### src/inc/rup_pkg.sv
// shared constants, field layouts and types of the remote upgrade status and reload block
package rup_pkg;

   // ==================================================================
   // widths
   localparam int CTRL_W = 37;
   localparam int SHIFT_W = 40;
   localparam int STAT_W = 32;
   localparam int PREV_W = 31;
   localparam int BOOT_W = 24;
   localparam int BOOT_HI_W = 22;
   localparam int WD_TIMER_W = 12;
   localparam int WD_VALUE_W = 29;
   localparam int SRC_W = 5;

   // ==================================================================
   // master state encoding shown in the status words
   localparam logic [1:0] MS_FACTORY = 2'h0;
   localparam logic [1:0] MS_APP = 2'h1;

   // ==================================================================
   // one-hot source field positions inside the 5-bit source vector
   localparam int SRC_CONFIG_RESET = 4;
   localparam int SRC_CRC_ERROR = 3;
   localparam int SRC_STATUS_ERROR = 2;
   localparam int SRC_WATCHDOG = 1;
   localparam int SRC_CORE = 0;
   localparam logic [4:0] SRC_NONE = 5'h00;
   localparam logic [4:0] SRC_ONLY_CORE = 5'h01;

   // ==================================================================
   // fixed low bits appended to the stored fields, and the six zero pad bits of the status words
   localparam logic [16:0] WD_LOW_APPEND = 17'h00008;
   localparam logic [1:0] BOOT_LOW_APPEND = 2'h0;
   localparam logic [5:0] STAT_PAD = 6'h00;

   // ==================================================================
   // capture selection codes
   localparam logic [1:0] CAP_CURRENT_A = 2'h0;
   localparam logic [1:0] CAP_CURRENT_B = 2'h1;
   localparam logic [1:0] CAP_PREVIOUS_ONE = 2'h2;
   localparam logic [1:0] CAP_PREVIOUS_TWO = 2'h3;

   // all ones cannot be a real record: the source field is one-hot
   localparam logic [31:0] CAPTURE_INVALID = 32'hffff_ffff;

   // ==================================================================
   // reset values of the synchronised pins (active low, idle high)
   localparam logic [1:0] PIN_IDLE = 2'h3;

   // ==================================================================
   // types
   typedef logic [SHIFT_W-1:0] rup_shift_type;

   typedef struct packed {
      logic [WD_TIMER_W-1:0] wd_timer;
      logic [BOOT_HI_W-1:0] boot_addr_hi;
      logic wd_enable;
      logic internal_osc_option;
      logic early_done_check_option;
   } rup_ctrl_type;

   typedef struct packed {
      logic [SRC_W-1:0] source;
      logic [1:0] master_state;
      logic [BOOT_W-1:0] boot_address;
   } rup_prev_type;

   typedef struct packed {
      logic [BOOT_W-1:0] boot_address;
      logic early_done_check_option;
      logic internal_osc_option;
      logic wd_enable;
      logic [WD_VALUE_W-1:0] wd_value;
   } rup_load_type;

   typedef enum {
      RUP_ST_FACTORY,
      RUP_ST_APP,
      RUP_ST_RECORD,
      RUP_ST_CONTROL,
      RUP_ST_LOAD,
      RUP_ST_WAIT
   } rup_state_type;

   localparam rup_ctrl_type CTRL_RESET = '0;
   localparam rup_prev_type PREV_RESET = '0;
   localparam rup_load_type LOAD_RESET = '0;

   // ==================================================================
   // helpers
   function automatic logic [BOOT_W-1:0] boot_address(input rup_ctrl_type c);
      return {c.boot_addr_hi, BOOT_LOW_APPEND};
   endfunction

   function automatic logic [WD_VALUE_W-1:0] wd_value(input rup_ctrl_type c);
      return {c.wd_timer, WD_LOW_APPEND};
   endfunction

   // keep only the highest set source bit
   function automatic logic [SRC_W-1:0] pick_source(input logic [SRC_W-1:0] v);
      logic [SRC_W-1:0] r;
      r = SRC_NONE;
      for (int i = 0; i < SRC_W; i++) begin
         if (v[i]) begin
            r = SRC_NONE;
            r[i] = 1'b1;
         end
      end
      return r;
   endfunction

endpackage

### src/hw/rup_status_reload.sv
// reconfiguration cause recorder, status capture path and control reload sequencer
//
// What this block does
// record which of five causes triggered each reconfiguration out of an application image
// factory current-state word: master state, six zero bits, 24-bit boot address
// application word one: master state, watchdog enable, full 29-bit time-out value
// application word two: master state, six zero bits, current boot address
// keep two 31-bit previous records, newest and the one before, same layout
// record bits 30..26 one-hot: reset, crc, status error, watchdog, core request
// simultaneous causes flag only the highest bit position
// record bits 25:24 master state at trigger, 23:0 boot address used
// capturing an empty previous record shifts out an invalid marker
// update writes by user only in factory; control written only by sequencer
// user loads update register in factory before requesting reconfiguration
// core request rising copies update into control, then loads new page
// user holds core reconfiguration request high at least 250 ns
// any trigger sets control to load factory or application image
// errors and resets clear control to zero; core trigger copies update register
// status records written after detection, before the image load starts
// capture loads the selected status word into the shift register
// control, status, shift and update all run on the one block clock
// control register powers up all zero so the factory image loads first
// master state code 0 means factory, 1 means application
`timescale 1ns/1ns
`default_nettype none

module rup_status_reload (
   // clock and reset
   input wire logic ref_clk_in,
   input wire logic srst_in,
   // external pins, active low, asynchronous
   input wire logic config_reset_n_in,
   input wire logic external_status_error_n_in,
   // configuration engine, same clock
   input wire logic crc_error_in,
   input wire logic watchdog_timeout_flag_in,
   input wire logic load_done_in,
   // user logic, same clock
   input wire logic core_reconfig_request_in,
   input wire logic capture_in,
   input wire logic [1:0] capture_select_in,
   input wire logic read_control_in,
   input wire logic shift_in,
   input wire logic serial_in,
   input wire logic update_in,
   // user logic results
   output logic serial_out,
   output logic [1:0] master_state_out,
   // configuration engine requests
   output logic load_start_out,
   output rup_pkg::rup_load_type load_out
);

   // ==================================================================
   // declarations
   rup_pkg::rup_state_type state;
   rup_pkg::rup_ctrl_type control;
   rup_pkg::rup_ctrl_type update;
   rup_pkg::rup_prev_type previous_one;
   rup_pkg::rup_prev_type previous_two;
   rup_pkg::rup_shift_type shift_reg;
   logic [1:0] pin_level;
   logic [1:0] pin_level_d;
   logic crc_d;
   logic watchdog_d;
   logic core_d;
   logic [4:0] raw_source;
   logic [4:0] next_source;
   logic [4:0] pending_source;
   logic [1:0] master_state;
   logic [1:0] state_at_trigger;
   logic dest_app;
   logic previous_one_valid;
   logic previous_two_valid;
   logic idle;
   logic trigger;
   logic [31:0] current_word_a;
   logic [31:0] current_word_b;
   logic [31:0] capture_word;

   // ==================================================================
   // pin synchronisers
   rup_pin_sync #(
      .WIDTH(2),
      .IDLE(rup_pkg::PIN_IDLE)
   ) u_pin_sync (
      .ref_clk_in(ref_clk_in),
      .srst_in(srst_in),
      .pin_in({config_reset_n_in, external_status_error_n_in}),
      .level_out(pin_level)
   );

   // ==================================================================
   // edge detection of the trigger sources
   always_ff @(posedge ref_clk_in) begin
      if (srst_in) begin
         pin_level_d <= rup_pkg::PIN_IDLE;
         crc_d <= 1'b0;
         watchdog_d <= 1'b0;
         core_d <= 1'b0;
      end else begin
         pin_level_d <= pin_level;
         crc_d <= crc_error_in;
         watchdog_d <= watchdog_timeout_flag_in;
         core_d <= core_reconfig_request_in;
      end
   end

   // each cause fires once per assertion, not per cycle held
   always_comb begin
      raw_source = rup_pkg::SRC_NONE;
      raw_source[rup_pkg::SRC_CONFIG_RESET] = pin_level_d[1] & ~pin_level[1];
      raw_source[rup_pkg::SRC_CRC_ERROR] = crc_error_in & ~crc_d;
      raw_source[rup_pkg::SRC_STATUS_ERROR] = pin_level_d[0] & ~pin_level[0];
      // watchdog is never running in a factory image
      raw_source[rup_pkg::SRC_WATCHDOG] = watchdog_timeout_flag_in & ~watchdog_d
         & (master_state == rup_pkg::MS_APP);
      // a single edge suffices; the 250 ns hold is the user's side of the deal
      raw_source[rup_pkg::SRC_CORE] = core_reconfig_request_in & ~core_d;
      next_source = rup_pkg::pick_source(raw_source);
   end

   // triggers are only taken while an image is running, not mid-sequence
   assign idle = (state == rup_pkg::RUP_ST_FACTORY) || (state == rup_pkg::RUP_ST_APP);
   assign trigger = idle && (raw_source != rup_pkg::SRC_NONE);

   // ==================================================================
   // reload sequencer
   always_ff @(posedge ref_clk_in) begin
      if (srst_in) begin
         state <= rup_pkg::RUP_ST_FACTORY;
      end else begin
         unique case (state)
            rup_pkg::RUP_ST_FACTORY, rup_pkg::RUP_ST_APP: begin
               if (trigger) begin
                  state <= rup_pkg::RUP_ST_RECORD;
               end
            end
            // status first, control second, load third
            rup_pkg::RUP_ST_RECORD: begin
               state <= rup_pkg::RUP_ST_CONTROL;
            end
            rup_pkg::RUP_ST_CONTROL: begin
               state <= rup_pkg::RUP_ST_LOAD;
            end
            rup_pkg::RUP_ST_LOAD: begin
               state <= rup_pkg::RUP_ST_WAIT;
            end
            rup_pkg::RUP_ST_WAIT: begin
               if (load_done_in) begin
                  state <= dest_app ? rup_pkg::RUP_ST_APP : rup_pkg::RUP_ST_FACTORY;
               end
            end
         endcase
      end
   end

   // latch the winning cause and the state it interrupted
   always_ff @(posedge ref_clk_in) begin
      if (srst_in) begin
         pending_source <= rup_pkg::SRC_NONE;
         state_at_trigger <= rup_pkg::MS_FACTORY;
      end else if (trigger) begin
         pending_source <= next_source;
         state_at_trigger <= master_state;
      end
   end

   // master state follows the image that finished loading
   always_ff @(posedge ref_clk_in) begin
      if (srst_in) begin
         master_state <= rup_pkg::MS_FACTORY;
      end else if (state == rup_pkg::RUP_ST_WAIT && load_done_in) begin
         master_state <= dest_app ? rup_pkg::MS_APP : rup_pkg::MS_FACTORY;
      end
   end

   // ==================================================================
   // previous-state records, written before the load begins
   always_ff @(posedge ref_clk_in) begin
      if (srst_in) begin
         previous_one <= rup_pkg::PREV_RESET;
         previous_two <= rup_pkg::PREV_RESET;
         previous_one_valid <= 1'b0;
         previous_two_valid <= 1'b0;
      end else if (state == rup_pkg::RUP_ST_RECORD && state_at_trigger == rup_pkg::MS_APP) begin
         // only leaving an application image is worth a record
         previous_two <= previous_one;
         previous_two_valid <= previous_one_valid;
         previous_one.source <= pending_source;
         previous_one.master_state <= state_at_trigger;
         previous_one.boot_address <= rup_pkg::boot_address(control);
         previous_one_valid <= 1'b1;
      end
   end

   // ==================================================================
   // control register: only the sequencer writes it
   always_ff @(posedge ref_clk_in) begin
      if (srst_in) begin
         control <= rup_pkg::CTRL_RESET;
         dest_app <= 1'b0;
      end else if (state == rup_pkg::RUP_ST_CONTROL) begin
         if (pending_source == rup_pkg::SRC_ONLY_CORE) begin
            control <= update;
            dest_app <= 1'b1;
         end else begin
            control <= rup_pkg::CTRL_RESET;
            dest_app <= 1'b0;
         end
      end
   end

   // update register: user writes are ignored outside a factory image
   always_ff @(posedge ref_clk_in) begin
      if (srst_in) begin
         update <= rup_pkg::CTRL_RESET;
      end else if (update_in && state == rup_pkg::RUP_ST_FACTORY) begin
         update <= rup_pkg::rup_ctrl_type'(shift_reg[rup_pkg::CTRL_W-1:0]);
      end
   end

   // ==================================================================
   // current-state words and capture selection
   always_comb begin
      current_word_a = {master_state, rup_pkg::STAT_PAD, rup_pkg::boot_address(control)};
      current_word_b = current_word_a;
      if (master_state == rup_pkg::MS_APP) begin
         current_word_a = {master_state, control.wd_enable, rup_pkg::wd_value(control)};
         current_word_b = {master_state, rup_pkg::STAT_PAD,
            rup_pkg::boot_address(control)};
      end
      unique case (capture_select_in)
         rup_pkg::CAP_CURRENT_A: capture_word = current_word_a;
         rup_pkg::CAP_CURRENT_B: capture_word = current_word_b;
         rup_pkg::CAP_PREVIOUS_ONE: begin
            capture_word = previous_one_valid ? {1'b0, previous_one}
               : rup_pkg::CAPTURE_INVALID;
         end
         rup_pkg::CAP_PREVIOUS_TWO: begin
            capture_word = previous_two_valid ? {1'b0, previous_two}
               : rup_pkg::CAPTURE_INVALID;
         end
      endcase
   end

   // ==================================================================
   // user shift register: capture wins over read, read over shift
   always_ff @(posedge ref_clk_in) begin
      if (srst_in) begin
         shift_reg <= '0;
      end else if (capture_in) begin
         shift_reg <= rup_pkg::rup_shift_type'(capture_word);
      end else if (read_control_in) begin
         // factory reads the pending update, application the live control
         if (master_state == rup_pkg::MS_FACTORY) begin
            shift_reg <= rup_pkg::rup_shift_type'(update);
         end else begin
            shift_reg <= rup_pkg::rup_shift_type'(control);
         end
      end else if (shift_in) begin
         shift_reg <= {serial_in, shift_reg[rup_pkg::SHIFT_W-1:1]};
      end
   end

   // serial output lags the register by one cycle to stay a flop output
   always_ff @(posedge ref_clk_in) begin
      if (srst_in) begin
         serial_out <= 1'b0;
      end else begin
         serial_out <= shift_reg[0];
      end
   end

   // ==================================================================
   // load request towards the configuration engine
   always_ff @(posedge ref_clk_in) begin
      if (srst_in) begin
         load_start_out <= 1'b0;
         load_out <= rup_pkg::LOAD_RESET;
      end else begin
         load_start_out <= (state == rup_pkg::RUP_ST_LOAD);
         if (state == rup_pkg::RUP_ST_LOAD) begin
            load_out.boot_address <= rup_pkg::boot_address(control);
            load_out.early_done_check_option <= control.early_done_check_option;
            load_out.internal_osc_option <= control.internal_osc_option;
            load_out.wd_enable <= control.wd_enable;
            load_out.wd_value <= rup_pkg::wd_value(control);
         end
      end
   end

   // master state mirror for the user side
   always_ff @(posedge ref_clk_in) begin
      if (srst_in) begin
         master_state_out <= rup_pkg::MS_FACTORY;
      end else begin
         master_state_out <= master_state;
      end
   end

endmodule // rup_status_reload

`default_nettype wire

### src/hw/rup_pin_sync.sv
// three-stage synchroniser that accepts a change once stages two and three agree
`timescale 1ns/1ns
`default_nettype none

module rup_pin_sync #(
   parameter int WIDTH = 2,
   parameter logic [WIDTH-1:0] IDLE = '0
) (
   // clock and reset
   input wire logic ref_clk_in,
   input wire logic srst_in,
   // asynchronous levels
   input wire logic [WIDTH-1:0] pin_in,
   // filtered levels
   output logic [WIDTH-1:0] level_out
);

   logic [WIDTH-1:0] stage_one;
   logic [WIDTH-1:0] stage_two;
   logic [WIDTH-1:0] stage_three;

   // ==================================================================
   // stage one feeds only stage two
   always_ff @(posedge ref_clk_in) begin
      if (srst_in) begin
         stage_one <= IDLE;
         stage_two <= IDLE;
         stage_three <= IDLE;
      end else begin
         stage_one <= pin_in;
         stage_two <= stage_one;
         stage_three <= stage_two;
      end
   end

   // per bit, a change counts once two and three agree
   always_ff @(posedge ref_clk_in) begin
      if (srst_in) begin
         level_out <= IDLE;
      end else begin
         for (int i = 0; i < WIDTH; i++) begin
            if (stage_two[i] == stage_three[i]) begin
               level_out[i] <= stage_three[i];
            end
         end
      end
   end

endmodule // rup_pin_sync

`default_nettype wire

### config.mk
export PLATFORM = sky130hd
export DESIGN_NAME = rup_status_reload
export DESIGN_NICKNAME = d
export VERILOG_FILES = /design/src/inc/rup_pkg.sv /design/src/hw/rup_status_reload.sv /design/src/hw/rup_pin_sync.sv
export SDC_FILE = /design/constraint.sdc
export NUM_CORES = 1
export LEC_CHECK = 0
export BUFFER_PORTS_ARGS = -buffer_cell sky130_fd_sc_hd__buf_2
export CAP_MARGIN = 5
export CORE_MARGIN = 3
export CORE_UTILIZATION = 60
export CTS_CLUSTER_SIZE = 16
export DETAILED_ROUTE_END_ITERATION = 10
export GPL_ROUTABILITY_DRIVEN = 0
export HOLD_SLACK_MARGIN = 0.02
export PLACE_DENSITY = 0.78
export SYNTH_ARGS = -nofsm -noshare
export SYNTH_HDL_FRONTEND = slang
export SYNTH_SLANG_ARGS = --single-unit
### constraint.sdc
create_clock -name ref_clk_in -period 2.05 [get_ports ref_clk_in]
set_input_delay 0.205 -clock ref_clk_in [delete_from_list [all_inputs] [get_ports ref_clk_in]]
set_output_delay 0.205 -clock ref_clk_in [all_outputs]
set_load 0.02 [all_outputs]
# ---- Word-level counts from Yosys, hierarchy flattened
# Cells that the tools add are included.
dict set report word_totals {
  out_inout_bits 60
  regBits 266
  inputBits 15
}
dict set report op_classes {
  n_reduce_logical 15
  n_bitwise 11
  eq_ne 20
  muxes 20
}
# op n
set op_table {}
lappend op_table {{two-way mux 32 bit} 5}
lappend op_table {{case mux 32 bit (5 select lines)} 1}
lappend op_table {{equality test 32 x 3 -> 1 bit (second input constant)} 4}
lappend op_table {{case mux 32 bit (4 select lines)} 1}
lappend op_table {{equality test 32 x 2 -> 1 bit (second input constant)} 3}
lappend op_table {{two-way mux 40 bit} 2}
lappend op_table {{two-way mux 37 bit} 2}
lappend op_table {{equality test 32 x 4 -> 1 bit (second input constant)} 2}
lappend op_table {{zero test 32 bit} 2}
lappend op_table {{equality test 32 x 1 -> 1 bit (second input constant)} 1}
lappend op_table {{two-way mux 30 bit} 1}
lappend op_table {{two-way mux 5 bit} 4}
lappend op_table {{AND 1 bit} 6}
lappend op_table {{equality test 5 x 1 -> 1 bit (second input constant)} 1}
lappend op_table {{inverter 1 bit} 5}
lappend op_table {{nonzero test 5 bit} 1}
lappend op_table {{equality test 2 bit (second input constant)} 2}
lappend op_table {{logical AND 1 bit} 4}
lappend op_table {{zero test 2 bit} 2}
lappend op_table {{two-way mux 1 bit} 4}
lappend op_table {{!= test 2 bit (second input constant)} 2}
lappend op_table {{OR reduction 2 bit} 2}
lappend op_table {{nonzero test 3 bit} 1}
lappend op_table {{equality test 1 bit} 2}
lappend op_table {{5 further kinds} 6}

# ---- Depth between registers and ports, before layout
dict set report depth {
  ltp_word 7
  ltp_mapped 7
}

# ---- Hierarchy
# From an unflattened synthesis, not the netlist that was laid out.
dict set report hier_totals {
  hier_cells 1223
  area_unflattened_um2 10284.9
}
# mod seq_area_each_um2 area_per_inst_um2 cells_per_inst instances
set modules_own_cells {}
lappend modules_own_cells {rup_status_reload 4584.4 10054.6 1203 1}
lappend modules_own_cells {rup_pin_sync 160.2 230.2 20 1}

# ---- Worst setup path before layout
# Ideal clock, no wire load.
dict set report synth_timing {
  path_kind {register -> register}
  start {register state[1]}
  end {register state[1]}
  setup_time_ps 87
  period_less_slack_ps 1497
  path_stages_with_launch 8
  path_buffers 1
  t_arrival_ps 1410
  setup_slack_ps 553
  path_cell_list {dfxtp_1 -> buf_2 -> inv_1 -> ha_1 -> inv_1 -> a21oi_1 -> a2111o_1 -> o31ai_1}
}
dict set report synth_via {
  elab_chain_cells 5
}
# item line
set synth_rtl {}
lappend synth_rtl {{start, declared} rup_status_reload.sv:56} ;# rup_pkg::rup_state_type state;
lappend synth_rtl {{start signal, assigned} rup_status_reload.sv:131} ;# state <= rup_pkg::RUP_ST_FACTORY;
lappend synth_rtl {{start signal, assigned} rup_status_reload.sv:136} ;# state <= rup_pkg::RUP_ST_RECORD;
lappend synth_rtl {{start signal, assigned} rup_status_reload.sv:141} ;# state <= rup_pkg::RUP_ST_CONTROL;
lappend synth_rtl {{equality test 32 x 2 -> 1 bit or zero test 32 bit (tied branches)} rup_status_reload.sv:124} ;# assign idle = (state == rup_pkg::RUP_ST_FACTORY) || (state == rup_pkg::RUP_ST_APP);
lappend synth_rtl {{logical OR 1 bit} rup_status_reload.sv:124}
lappend synth_rtl {{logical AND 1 bit} rup_status_reload.sv:125} ;# assign trigger = idle && (raw_source != rup_pkg::SRC_NONE);
lappend synth_rtl {{!= test 2 bit (no source line)} n/a}
lappend synth_rtl {{AND reduction 2 bit (no source line)} n/a}
# Parallel ways exist; a longest one is shown, timed or not.
# A chain may end at the register's enable or synchronous reset.

# ---- Worst setup path in the final report
dict set report layout_timing {
  start {register previous_one_valid}
  end {register shift_reg[4]}
}
dict set report layout_via {
  elab_chain_cells 3
}
# item line
set layout_rtl {}
lappend layout_rtl {{start, declared} rup_status_reload.sv:73} ;# logic previous_one_valid;
lappend layout_rtl {{start signal, assigned} rup_status_reload.sv:184} ;# previous_one_valid <= 1'b0;
lappend layout_rtl {{start signal, assigned} rup_status_reload.sv:193} ;# previous_one_valid <= 1'b1;
lappend layout_rtl {{two-way mux 32 bit} rup_status_reload.sv:237} ;# capture_word = previous_one_valid ? {1'b0, previous_one}
lappend layout_rtl {{case mux 32 bit (4 select lines)} rup_status_reload.sv:233} ;# unique case (capture_select_in)
lappend layout_rtl {{two-way mux 32 bit} rup_status_reload.sv:252} ;# end else if (capture_in) begin
lappend layout_rtl {{end signal, assigned} rup_status_reload.sv:253} ;# shift_reg <= rup_pkg::rup_shift_type'(capture_word);
lappend layout_rtl {{end signal, assigned} rup_status_reload.sv:257} ;# shift_reg <= rup_pkg::rup_shift_type'(update);
lappend layout_rtl {{end signal, assigned} rup_status_reload.sv:259} ;# shift_reg <= rup_pkg::rup_shift_type'(control);
lappend layout_rtl {{end, declared} rup_status_reload.sv:61} ;# rup_pkg::rup_shift_type shift_reg;
# Every way passes these cells.

==> PnR_summary.wiki <==
{| class="wikitable"
! Metric !! Value
|-
| Cell internal pwr || 8.08 mW
|-
| Switching portion of total power || 0.251
|-
| Antenna violations before repair || 0
|-
| Largest vdd supply drop || 0.800 mV
|-
| CTS Root Buffer Type || clkbuf_16
|-
| Commonest non-fill, non-tap cells in the layout || nand2_1 (267), dfxtp_1 (236), a21oi_1 (160)
|-
| Beginning of the worst register-to-register path || previous_one_valid
|-
| Terminus of the critical flop-to-flop path || shift_reg[4]
|-
| Async set or reset register ratio after synthesis || 0
|-
| Part of the total power dissipated in the clock network || 0.438
|-
| F_max || 0.561 GHz
|-
| H-tree depth || 1
|-
| Source-to-sink clock delay at the later pin of the worst-skew pair || 0.51 ns
|-
| Drt first-iter violations || 675
|-
| Startpoint-to-endpoint class of the critical path || reg2reg
|-
| Unrepaired setup endpoints after global routing || false
|-
| Post-synthesis average cell area || 8.42 µm²
|-
| Worst min-delay path class || in2reg
|-
| Number of sinks driven by the clock tree || 237
|-
| Fraction of final layout cells with drive strength greater than 1 || 0.154
|-
| R2R depth || 3
|-
| Height of the die || 137 µm
|-
| Leakage component of the power || 4.15 nW
|-
| Share of power burned in registers || 0.453
|-
| Critical path startpoint category || register
|-
| Count of cell types in the netlist || 51
|-
| Sequential cell area fraction in the yosys report || 0.460
|-
| End of the critical path || shift_reg[4]
|-
| Fillcell total || 1,283
|-
| Reg-to-reg slack, setup || 0.27 ns
|-
| Pin count of the biggest net entering global routing || 58
|-
| Placement Rows || 47
|-
| TritonCTS clock tree || done
|-
| Final-report hold violation count || 0
|-
| WL final || 24.5 mm
|-
| Capturing element type of the critical path || register
|-
| Number of setup violations in the final report || 0
|-
| Critical path's largest stage delay || 0.98 ns
|-
| Time the worst path needs with I/O delays and setup || 1.78 ns
|-
| Synthesized cell area || 10,300 µm²
|-
| Number of global-route vias before repair || 7,885
|-
| Hold WS || 0.0611 ns
|-
| Peak fanout along the critical path || 14
|-
| Routed vias/inst || 5.81
|-
| Flop and latch count out of synthesis || 237
|-
| Transition time of the tightest slew-check pin || 1.13 ns
|-
| Combinational Power Share || 0.109
|-
| Critical-path cell list || o31ai_2 -> a211oi_1 -> nor3_1
|-
| Max-Cap Viols || 0
|-
| CP max-delay cell || o31ai_2
|-
| Top-level port count || 75
|-
| Sum of negative setup slack || 0 ns
|-
| Antenna violation net count after detailed routing || 0
|-
| Total congestion overflow after global routing || 0
|-
| Share of the clock period used by the worst path after layout || 0.869
|-
| Number of synthesis warnings || 0
|-
| Top FF cell, synth || dfxtp_1
|-
| Global-route wire length before repair || 40.0 mm
|-
| Layout overhead on the synthesized area || 12.9%
|-
| Placeable core region || 16,700 µm²
|-
| Number of enable-type register cells in the synthesized netlist || 0
|-
| Final Max Tran Viols || 0
|-
| Maximum clock path buffer count || 3
|-
| Net Switching || 2.71 mW
|-
| Number of buffer cells added on primary ports || 55
|-
| Worst endpoint data arrival time || 2.21 ns
|-
| Run status || finished clean
|-
| Effective utilization at floorplan || 0.618
|-
| Post-cts repair resize count || 0
|-
| Power density of the placed cells || 925 nW/µm²
|-
| GRT Util Overall || 0.260
|-
| Final #Nets || 1,262
|-
| Count of TritonRoute iterations in the first routing pass || 8
|-
| Worst setup path startpoint || previous_one_valid
|-
| Die ar. || 18,800 µm²
|-
| Num CTS Buffers || 25
|-
| Clock skew || 0.00819 ns
|-
| Wire length per cell || 16.5 µm
|-
| Clock Pin Slew Worst Setup and Hold Paths || 0.06 ns
|-
| Max FFs per register || 40
|-
| Number of remaining DRC errors || 0
|-
| Estimated wirelength of the detail-placed design || 15.2 mm
|-
| Relative slew slack || 0.240
|-
| Required time of the critical path || 2.48 ns
|-
| Total via count in the routed design || 8,609
|-
| Number of antenna cells inserted || 0
|-
| Leading cell type in the layout, fill and taps excluded || nand2_1
|-
| Die W || 137 µm
|-
| Synth Instances || 1,226
|}
-- worst max-delay path: cells and delay by family (launching register included) --
family	cells	cell delay, ns
and+or+nand+nor	1	0.19
DFF	1	0.37
AOI/OAI and AO/OA	2	1.15
-- metrics by stage --
| step | utilization | std cells | worst slack, ns | instance area, µm² | total power [mW] |
|---|---|---|---|---|---|
| after floorplan | - | 1244 | 0.553 | 10400 | 5.83 |
| after global placement | 0.642 | 1433 | 0.318 | 10700 | 6.10 |
| after detailed placement | 0.642 | 1433 | 0.288 | 10700 | 6.13 |
| after CTS | 0.698 | 1483 | 0.265 | 11700 | 10.8 |
| after global routing | 0.698 | 1483 | 0.0643 | 11700 | 11.2 |
| final | 0.698 | 1483 | 0.268 | 11700 | 10.8 |
-- layer usage --
metal	vias up	wire (µm)	track usage
met5	-	0	0
met4	0	646	0.0831
met3	55	1660	0.0409
met2	314	11400	0.414
met1	4026	10900	0.363
li1	4214	-	-
-- how the worst min path moves through the flow --
stage                               start                 endpoint  slack, ns  cells past startpoint
2_1_floorplan  external_status_error_n_in  u_pin_sync.stage_one[0]       0.31                      1
3_3_place_gp            config_reset_n_in  u_pin_sync.stage_one[1]       0.39                      2
3_5_place_dp            config_reset_n_in  u_pin_sync.stage_one[1]       0.39                      2
4_1_cts                           srst_in           load_start_out       0.05                      2
5_1_grt                           srst_in           load_start_out       0.08                      2
6_report                          srst_in              load_out[3]       0.06                      2
-- repair_timing --
action,in CTS,in global routing
hold endpoints to repair,6,0
buffers inserted,0,0
hold buffers,6,0
-- logic make-up (layout without fill, tap and decap cells) --
kind of cell | Yosys count | after routing | share of synthesized area
buffers and inverters | 147 | 166 | 0.0670
adder cells (fa/ha/maj) | 1 | 1 | 0.00121
multiplexers | 97 | 97 | 0.0960
flip-flops | 237 | 237 | 0.460
AO/OA/AOI/OAI | 305 | 305 | 0.189
other | 1 | 19 | 0.000363
AND/OR/NAND/NOR | 438 | 438 | 0.187
-- area by class of cell --
type | instances | area [µm²] | share of cell area
multi-input cells | 860 | 4970 | 0.427
flip-flops and latches | 237 | 4750 | 0.407
clock buffers | 35 | 723 | 0.0620
repair buffers | 94 | 689 | 0.0591
well taps | 220 | 275 | 0.0236
clock inverters | 9 | 148 | 0.0127
inverters | 28 | 105 | 0.00901
-- power by group through the flow --
stage / clock, mW / sequential, mW / combinational, mW
after CTS: 4.77 / 4.88 / 1.17
after floorplan: 0 / 4.93 / 0.895
after global placement: 0 / 4.97 / 1.13
after detailed placement: 0 / 4.98 / 1.15
final: 4.72 / 4.89 / 1.18
after global routing: 4.97 / 4.90 / 1.30
-- synthesized netlist by cell type (19+ instances only) --
cell	count	area share
nand2_1	267	0.097
dfxtp_1	237	0.46
a21oi_1	160	0.078
buf_2	34	0.016
buf_4	20	0.015
nor2_1	64	0.023
nor3_1	19	0.0092
a211oi_1	32	0.023
clkbuf_1	54	0.020
mux2i_1	81	0.079
inv_1	27	0.0098
a22oi_2	19	0.023
nor2b_1	23	0.014
nor2_2	19	0.012
(Power assumes the default switching activity.)
